==> src/design/spc_pkg.sv <==
// constants and types for the switch port command register block
package spc_pkg;

    // register byte offsets
    localparam logic [11:0] SPC_OFF_CMD    = 12'h004;
    localparam logic [11:0] SPC_OFF_STAT   = 12'h040;
    localparam logic [11:0] SPC_OFF_MASK   = 12'h044;

    // command register bit positions
    localparam int SPC_BIT_IO_EN   = 0;
    localparam int SPC_BIT_MEM_EN  = 1;
    localparam int SPC_BIT_BM_EN   = 2;
    localparam int SPC_BIT_PAR_EN  = 6;
    localparam int SPC_BIT_SERR_EN = 8;
    localparam int SPC_BIT_INT_DIS = 10;

    // writable bits of the command register: 0,1,2,6,8,10
    localparam logic [15:0] SPC_CMD_WMASK = 16'h0547;
    localparam logic [15:0] SPC_CMD_RST   = 16'h0000;

    // event status bit positions
    localparam int SPC_EV_UR    = 0;
    localparam int SPC_EV_PAR   = 1;
    localparam int SPC_EV_SERR  = 2;
    localparam int SPC_EV_INTX  = 3;
    localparam int SPC_EV_W     = 4;

    localparam logic [SPC_EV_W-1:0] SPC_STAT_RST = 4'h0;
    localparam logic [SPC_EV_W-1:0] SPC_MASK_RST = 4'h0;

    // axi responses
    localparam logic [1:0] SPC_RESP_OKAY   = 2'h0;
    localparam logic [1:0] SPC_RESP_DECERR = 2'h3;

    // a transaction request seen by the port
    typedef struct packed {
        logic is_io;       // 1: i/o space, 0: memory space
        logic non_posted;  // 1: expects a completion
    } spc_req_s;

    // error detection inputs
    typedef struct packed {
        logic parity;
        logic fatal;
        logic nonfatal;
    } spc_err_s;

endpackage

==> src/design/spc_command_reg.sv <==
// switch upstream port command register with request gating and axi4-lite access
`timescale 1ns/1ps
module spc_command_reg
    import spc_pkg::*;
#(
    parameter int ADDR_W = 12
)(
    // clock and reset
    input  wire logic              clk,
    input  wire logic              rst_n,
    // axi4-lite write address
    input  wire logic [ADDR_W-1:0] s_axi_awaddr,
    input  wire logic              s_axi_awvalid,
    output logic                   s_axi_awready,
    // axi4-lite write data
    input  wire logic [31:0]       s_axi_wdata,
    input  wire logic [3:0]        s_axi_wstrb,
    input  wire logic              s_axi_wvalid,
    output logic                   s_axi_wready,
    // axi4-lite write response
    output logic [1:0]             s_axi_bresp,
    output logic                   s_axi_bvalid,
    input  wire logic              s_axi_bready,
    // axi4-lite read address
    input  wire logic [ADDR_W-1:0] s_axi_araddr,
    input  wire logic              s_axi_arvalid,
    output logic                   s_axi_arready,
    // axi4-lite read data
    output logic [31:0]            s_axi_rdata,
    output logic [1:0]             s_axi_rresp,
    output logic                   s_axi_rvalid,
    input  wire logic              s_axi_rready,
    // primary side requests
    input  wire logic              prim_req_valid,
    input  wire spc_req_s          prim_req,
    output logic                   prim_claim,
    output logic                   prim_ignore,
    // downstream side requests heading upstream
    input  wire logic              dn_req_valid,
    input  wire spc_req_s          dn_req,
    output logic                   up_fwd,
    output logic                   ur_cpl,
    // error detection and reporting
    input  wire spc_err_s          err_det,
    output logic                   par_err_act,
    output logic                   err_fatal_msg,
    output logic                   err_nonfatal_msg,
    // intx messages
    input  wire logic              own_int_req,
    output logic                   own_intx_msg,
    input  wire logic              dn_intx_in,
    output logic                   dn_intx_out,
    // command bits for the rest of the port
    output logic [15:0]            cmd_bits,
    // interrupt
    output logic                   irq
);

    // address match of a register word
    function automatic logic addr_hit(input logic [ADDR_W-1:0] a, input logic [11:0] off);
        logic [ADDR_W+11:0] off_x;
        off_x    = {{ADDR_W{1'b0}}, off};
        addr_hit = (a[ADDR_W-1:2] == off_x[ADDR_W-1:2]);
    endfunction

    // byte-enable expansion
    function automatic logic [31:0] strb_mask(input logic [3:0] s);
        strb_mask = {{8{s[3]}}, {8{s[2]}}, {8{s[1]}}, {8{s[0]}}};
    endfunction

    // registers
    logic [15:0]          cmd_q;
    logic [15:0]          cmd_d;
    logic [SPC_EV_W-1:0]  stat_q;
    logic [SPC_EV_W-1:0]  stat_d;
    logic [SPC_EV_W-1:0]  mask_q;
    logic [SPC_EV_W-1:0]  mask_d;

    // write channel holding
    logic                 aw_full_q;
    logic [ADDR_W-1:0]    aw_addr_q;
    logic                 w_full_q;
    logic [31:0]          w_data_q;
    logic [3:0]           w_strb_q;
    logic                 bvalid_q;
    logic [1:0]           bresp_q;

    // read channel
    logic                 rvalid_q;
    logic [31:0]          rdata_q;
    logic [1:0]           rresp_q;

    // request and message outputs
    logic                 prim_claim_q;
    logic                 prim_ignore_q;
    logic                 up_fwd_q;
    logic                 ur_cpl_q;
    logic                 par_act_q;
    logic                 fatal_q;
    logic                 nonfatal_q;
    logic                 own_intx_q;
    logic                 dn_intx_q;

    // write decode
    wire                  aw_hs      = s_axi_awvalid & s_axi_awready;
    wire                  w_hs       = s_axi_wvalid & s_axi_wready;
    // fires once both halves are held, whichever came first, and no write response is pending
    wire                  wr_fire    = aw_full_q & w_full_q & ~bvalid_q;
    wire                  wr_cmd     = wr_fire & addr_hit(aw_addr_q, SPC_OFF_CMD);
    wire                  wr_stat    = wr_fire & addr_hit(aw_addr_q, SPC_OFF_STAT);
    wire                  wr_mask    = wr_fire & addr_hit(aw_addr_q, SPC_OFF_MASK);
    wire                  wr_ok      = wr_cmd | wr_stat | wr_mask;
    wire [31:0]           wr_bits    = w_data_q & strb_mask(w_strb_q);
    wire [31:0]           wr_keep    = ~strb_mask(w_strb_q);

    // read decode
    wire                  ar_hs      = s_axi_arvalid & s_axi_arready;
    wire                  rd_cmd     = addr_hit(s_axi_araddr, SPC_OFF_CMD);
    wire                  rd_stat    = addr_hit(s_axi_araddr, SPC_OFF_STAT);
    wire                  rd_mask    = addr_hit(s_axi_araddr, SPC_OFF_MASK);
    wire                  rd_ok      = rd_cmd | rd_stat | rd_mask;
    wire [31:0]           rd_word    = rd_cmd  ? {16'h0000, cmd_q}
                                     : rd_stat ? {{(32-SPC_EV_W){1'b0}}, stat_q}
                                     : rd_mask ? {{(32-SPC_EV_W){1'b0}}, mask_q}
                                     : 32'h0000_0000;

    // command bit views
    wire                  io_en      = cmd_q[SPC_BIT_IO_EN];
    wire                  mem_en     = cmd_q[SPC_BIT_MEM_EN];
    wire                  bm_en      = cmd_q[SPC_BIT_BM_EN];
    wire                  par_en     = cmd_q[SPC_BIT_PAR_EN];
    wire                  serr_en    = cmd_q[SPC_BIT_SERR_EN];
    wire                  int_dis    = cmd_q[SPC_BIT_INT_DIS];

    // primary request gating
    wire                  prim_space = prim_req.is_io ? io_en : mem_en;
    wire                  prim_take  = prim_req_valid & prim_space;
    wire                  prim_drop  = prim_req_valid & ~prim_space;

    // downstream request gating
    wire                  dn_fwd     = dn_req_valid & bm_en;
    wire                  dn_ur      = dn_req_valid & ~bm_en;
    wire                  dn_ur_cpl  = dn_ur & dn_req.non_posted;

    // error and interrupt gating
    wire                  par_go     = err_det.parity & par_en;
    wire                  fatal_go   = err_det.fatal & serr_en;
    wire                  nonfat_go  = err_det.nonfatal & serr_en;
    wire                  intx_go    = own_int_req & ~int_dis;

    // events into status
    wire [SPC_EV_W-1:0]   ev_set     = {intx_go, fatal_go | nonfat_go, par_go, dn_ur};

    // next values of software registers
    always_comb
    begin
        cmd_d  = cmd_q;
        stat_d = stat_q;
        mask_d = mask_q;
        if (wr_cmd)
        begin
            // only the writable bits change; fixed and reserved bits stay zero
            cmd_d = ((cmd_q & wr_keep[15:0]) | wr_bits[15:0]) & SPC_CMD_WMASK;
        end
        if (wr_mask)
        begin
            mask_d = (mask_q & wr_keep[SPC_EV_W-1:0]) | wr_bits[SPC_EV_W-1:0];
        end
        if (wr_stat)
        begin
            stat_d = stat_q & ~wr_bits[SPC_EV_W-1:0];
        end
        // a new event wins over a clear in the same cycle
        stat_d = stat_d | ev_set;
    end

    // software registers
    always_ff @(posedge clk or negedge rst_n)
    begin
        if (!rst_n)
        begin
            cmd_q  <= SPC_CMD_RST;
            stat_q <= SPC_STAT_RST;
            mask_q <= SPC_MASK_RST;
        end
        else
        begin
            cmd_q  <= cmd_d;
            stat_q <= stat_d;
            mask_q <= mask_d;
        end
    end

    // write address and data holding
    always_ff @(posedge clk or negedge rst_n)
    begin
        if (!rst_n)
        begin
            aw_full_q <= 1'b0;
            aw_addr_q <= '0;
            w_full_q  <= 1'b0;
            w_data_q  <= 32'h0000_0000;
            w_strb_q  <= 4'h0;
        end
        else
        begin
            if (aw_hs)
            begin
                aw_full_q <= 1'b1;
                aw_addr_q <= s_axi_awaddr;
            end
            else if (wr_fire)
            begin
                aw_full_q <= 1'b0;
            end
            if (w_hs)
            begin
                w_full_q <= 1'b1;
                w_data_q <= s_axi_wdata;
                w_strb_q <= s_axi_wstrb;
            end
            else if (wr_fire)
            begin
                w_full_q <= 1'b0;
            end
        end
    end

    // write response
    always_ff @(posedge clk or negedge rst_n)
    begin
        if (!rst_n)
        begin
            bvalid_q <= 1'b0;
            bresp_q  <= SPC_RESP_OKAY;
        end
        else if (wr_fire)
        begin
            bvalid_q <= 1'b1;
            bresp_q  <= wr_ok ? SPC_RESP_OKAY : SPC_RESP_DECERR;
        end
        else if (s_axi_bready)
        begin
            bvalid_q <= 1'b0;
        end
    end

    // read channel
    always_ff @(posedge clk or negedge rst_n)
    begin
        if (!rst_n)
        begin
            rvalid_q <= 1'b0;
            rdata_q  <= 32'h0000_0000;
            rresp_q  <= SPC_RESP_OKAY;
        end
        else if (ar_hs)
        begin
            rvalid_q <= 1'b1;
            rdata_q  <= rd_word;
            rresp_q  <= rd_ok ? SPC_RESP_OKAY : SPC_RESP_DECERR;
        end
        else if (s_axi_rready)
        begin
            rvalid_q <= 1'b0;
        end
    end

    // request pulses
    always_ff @(posedge clk or negedge rst_n)
    begin
        if (!rst_n)
        begin
            prim_claim_q  <= 1'b0;
            prim_ignore_q <= 1'b0;
            up_fwd_q      <= 1'b0;
            ur_cpl_q      <= 1'b0;
        end
        else
        begin
            prim_claim_q  <= prim_take;
            prim_ignore_q <= prim_drop;
            up_fwd_q      <= dn_fwd;
            ur_cpl_q      <= dn_ur_cpl;
        end
    end

    // error and message pulses
    always_ff @(posedge clk or negedge rst_n)
    begin
        if (!rst_n)
        begin
            par_act_q     <= 1'b0;
            fatal_q       <= 1'b0;
            nonfatal_q    <= 1'b0;
            own_intx_q    <= 1'b0;
            dn_intx_q     <= 1'b0;
        end
        else
        begin
            par_act_q     <= par_go;
            fatal_q       <= fatal_go;
            nonfatal_q    <= nonfat_go;
            own_intx_q    <= intx_go;
            dn_intx_q     <= dn_intx_in;
        end
    end

    // bus outputs
    assign s_axi_awready    = ~aw_full_q;
    assign s_axi_wready     = ~w_full_q;
    assign s_axi_bvalid     = bvalid_q;
    assign s_axi_bresp      = bresp_q;
    assign s_axi_arready    = ~rvalid_q;
    assign s_axi_rvalid     = rvalid_q;
    assign s_axi_rdata      = rdata_q;
    assign s_axi_rresp      = rresp_q;

    // port outputs
    assign prim_claim       = prim_claim_q;
    assign prim_ignore      = prim_ignore_q;
    assign up_fwd           = up_fwd_q;
    assign ur_cpl           = ur_cpl_q;
    assign par_err_act      = par_act_q;
    assign err_fatal_msg    = fatal_q;
    assign err_nonfatal_msg = nonfatal_q;
    assign own_intx_msg     = own_intx_q;
    assign dn_intx_out      = dn_intx_q;
    assign cmd_bits         = cmd_q;
    assign irq              = |(stat_q & mask_q);

endmodule

==> config.mk <==
export PLATFORM = sky130hd
export DESIGN_NAME = spc_command_reg
export DESIGN_NICKNAME = d
export VERILOG_FILES = /design/src/design/spc_pkg.sv /design/src/design/spc_command_reg.sv
export SDC_FILE = /design/constraint.sdc
export NUM_CORES = 1
export LEC_CHECK = 0
export BUFFER_PORTS_ARGS = -buffer_cell sky130_fd_sc_hd__buf_2
export CAP_MARGIN = 20
export CORE_AREA = 5 5 86 88
export CTS_CLUSTER_SIZE = 30
export DETAILED_ROUTE_END_ITERATION = 6
export DIE_AREA = 0 0 91 93
export PLACE_DENSITY = 0.75
export SYNTH_ARGS = -nofsm -noshare
export SYNTH_HDL_FRONTEND = slang
export SYNTH_SLANG_ARGS = --single-unit
==> constraint.sdc <==
create_clock -name clk -period 1.73 [get_ports clk]
set_input_delay 0.0865 -clock clk [delete_from_list [all_inputs] [get_ports clk]]
set_output_delay 0.0865 -clock clk [all_outputs]
set_load 0.005 [all_outputs]
==> flow_metrics.py <==
metrics = {
    "setup_path": {
        "path_max_fanout": 4,
        "arrival_ns": 2.01,
        "worst_path_buffer_plus_inverter_count": 1,
        "critical_path.top_delay_family": "simple AND/OR/NAND/NOR gates",
        "slowest_stage": "sky130_fd_sc_hd__or4_4",
        "cp.required_ns": 1.92,
        "startpoint_type": "flip-flop",
        "setup.worst_path.class": "reg -> reg",
        "longest_individual_stage_delay_on_the_worst_path_ns": 0.59,
        "end_kind": "flip-flop",
        "critical_path.cell_chain": "or4_4 > nor4_4 > buf_4 > mux2_4",
        "rrSetupSlack_ns": -0.09,
    },
    "clocking": {
        "cts.sinks": 55,
        "clk_pin_slew_ns": 0.10,
        "cts_buffers": 5,
        "clock_tree.htree_level_count": 2,
        "clock_insertion_delay_worst_skew_ns": 0.31,
        "tritoncts": "done",
        "max_root_sink_buffers": 2,
        "root_buffer": "sky130_fd_sc_hd__clkbuf_8",
    },
    "global_route": {
        "grt_overflow_total": 0,
        "grt_util_met2": 0.227,
        "globalRouteMet1Util": 0.148,
        "gr-max-usage-layer": "met2",
        "grt_antenna_before_repair": 0,
        "grt.total_usage": 0.129,
        "grt_max_degree": 32,
        "grt_first_pass_wirelength_um": 8730,
        "grt_use_met3": 0.0410,
        "vias_in_the_first_global_route": 1824,
    },
    "synthesis": {
        "yosysUniqueCellTypes": 28,
        "synth.ff_latch_count": 55,
        "synth.top_cells.by_count": "55 x sky130_fd_sc_hd__dfrtp_1, 37 x sky130_fd_sc_hd__buf_4, 33 x sky130_fd_sc_hd__mux2_2",
        "synth_largest_area_cell": "sky130_fd_sc_hd__dfrtp_1",
        "async_flop_share": 1.00,
        "number_of_enable_type_register_cells_in_the_synthesized_netlist": 0,
        "part_of_the_yosys_area_used_for_sequential_elements": 0.542,
        "syn_avg_cell_area_um2": 12.0,
        "post_synth_main_area_contributors": "sky130_fd_sc_hd__dfrtp_1 54%, sky130_fd_sc_hd__mux2_2 15%, sky130_fd_sc_hd__buf_4 11%, sky130_fd_sc_hd__nand2_1 2.2%, sky130_fd_sc_hd__nor2b_1 1.7%",
        "synth_top_area_share": 0.542,
        "mappedNetlistArea_mm2": 0.00254,
        "synth.yosys.warnings": 0,
        "post_synth_inst_count": 211,
        "synth_ff_type": "sky130_fd_sc_hd__dfrtp_1",
        "yosys.cell_count.top_type": "sky130_fd_sc_hd__dfrtp_1",
    },
    "timing": {
        "timing.clock.skew_ns": 0.0127,
        "whs_ns": 0.0155,
        "worst-slew-pin-transition_ns": 0.600,
        "clock.fmax_mhz": 550,
        "final_max_slew_viol_count": 0,
        "total_setup_violations_reported_at_the_end_of_the_flow": 10,
        "slew_headroom": 0.600,
        "final_critical_path_required_period_ns": 1.82,
        "final_cycle_utilization_of_the_critical_path": 1.05,
        "hold_violations": 0,
        "final_setup_margin_ns": -0.0871,
        "grt_setup_unrepaired": "true",
    },
    "power": {
        "power.density_cell_area_mw_per_mm2": 1070,
        "power.total_uw": 3530,
        "ir_drop_mv": 0.675,
        "p_leak_uw": 0.00165,
    },
    "place": {
        "io_buffers": 76,
        "place.detailed.hpwl_um": 4190,
        "post-place-ws_ns": -0.127,
        "gp_congestion": 0.744,
    },
    "status": {
        "failed_checks": "negative setup slack",
        "result_of_the_run": "complete, but fails checks",
    },
    "route": {
        "post_drt_wl_per_cell_um": 13.6,
        "drt_pass1_iterations": 4,
        "drt-total-wl_um": 5400,
        "ant_nets": 0,
        "initialDrtViolationCount": 47,
        "post-route-drc-count": 0,
        "viasPerCell": 4.45,
        "vias_post_dr": 1772,
    },
    "die": {
        "fp.dieW_um": 91,
        "initial_core_util": 0.387,
        "top_level_ports": 145,
        "chip_height_um": 93,
        "row_count": 30,
        "design.core.area_mm2": 0.00657,
        "die_area_mm2": 0.00846,
    },
    "cells_and_area": {
        "diodes": 0,
        "area_growth_syn_to_layout_pct": 29.3,
        "final_layout_size_suffix_gt1_frac": 0.421,
        "fillerInstances": 603,
        "design.final.nets": 395,
    },
    "min_path": {
        "hp-class": "in -> reg",
    },
    "run": {
        "timing.max_cap.violations": 0,
    },
}
==> what timing repair did <==
action,4_1_cts,5_1_grt
hold endpoints to repair,39,4
gates resized for setup,11,1
endpoints found under the setup margin,10,14
hold buffers,15,4
pin swaps,3,1
setup buffers,3,0
==> metal layers <==
metal,part of all wire,up-vias
met1,0.38,834
met4,0.013,0
met5,0,-
met3,0.088,7
met2,0.52,71
li1,-,860
==> power by group <==
group / internal, uW / switching [uW] / total [uW] / leakage [uW]
clock network: 284 / 409 / 693 / 0.0000412
registers: 1600 / 229 / 1830 / 0.000689
logic: 574 / 431 / 1000 / 0.000920
==> worst reg2reg max path: stages (launching register included) <==
cell	delay, ns
sky130_fd_sc_hd__dfrtp_1	0.39
sky130_fd_sc_hd__or4_4	0.59
sky130_fd_sc_hd__nor4_4	0.23
sky130_fd_sc_hd__buf_4	0.19
sky130_fd_sc_hd__mux2_4	0.30
==> cell families after synthesis <==
| logic type | share of synthesized area |
|---|---|
| buffers and inverters | 0.126 |
| AOI/OAI and AO/OA | 0.0601 |
| other | 0.00148 |
| DFF | 0.542 |
| muxes | 0.150 |
| and+or+nand+nor | 0.121 |
==> worst paths after layout <==
kind / startpoint / end / cells after the start
max: aw_addr_q[4] / flip-flop / 4
min: s_axi_awaddr[8] / aw_addr_q[8] / 2
max reg2reg: aw_addr_q[4] / flip-flop / 4
min reg2reg: s_axi_rdata[8] / s_axi_rdata[8] / 2
max in group asynchronous: rst_n / w_data_q[3] / 3
min in group asynchronous: rst_n / aw_addr_q[9] / 2
==> placed cells by master, fill, tap and decap left out, drive strengths merged, types with 4 or more instances in the layout <==
cell type and instances:
a22oi 5, and2 4, buf 88, clkbuf 6
conb 35, dfrtp 55, dlygate4sd3 19, inv 6
mux2 33, nand2 15, nor2 4, nor2b 7
nor4 6, o21ai 8
==> stage by stage <==
step	instance area (um^2)	TNS (ns)	std cells	util
CTS	3240	-0.921	394	0.493
detailed placement	2940	-1.00	368	0.448
floorplan	2680	-0.0907	245	-
finish	3290	-0.641	398	0.500
global route	3290	-1.32	398	0.500
global placement	2940	-0.946	368	0.448
==> layout make-up <==
type,instances,area [um^2],area share
Clock buffer,6,72.6,0.0221
Clock inverter,2,12.5,0.00381
Inverter,6,22.5,0.00685
Multi-Input combinational cell,142,1030,0.312
Sequential cell,55,1380,0.419
Tap cell,80,100,0.0305
Timing Repair Buffer,107,677,0.206
(Power assumes the default switching activity.)
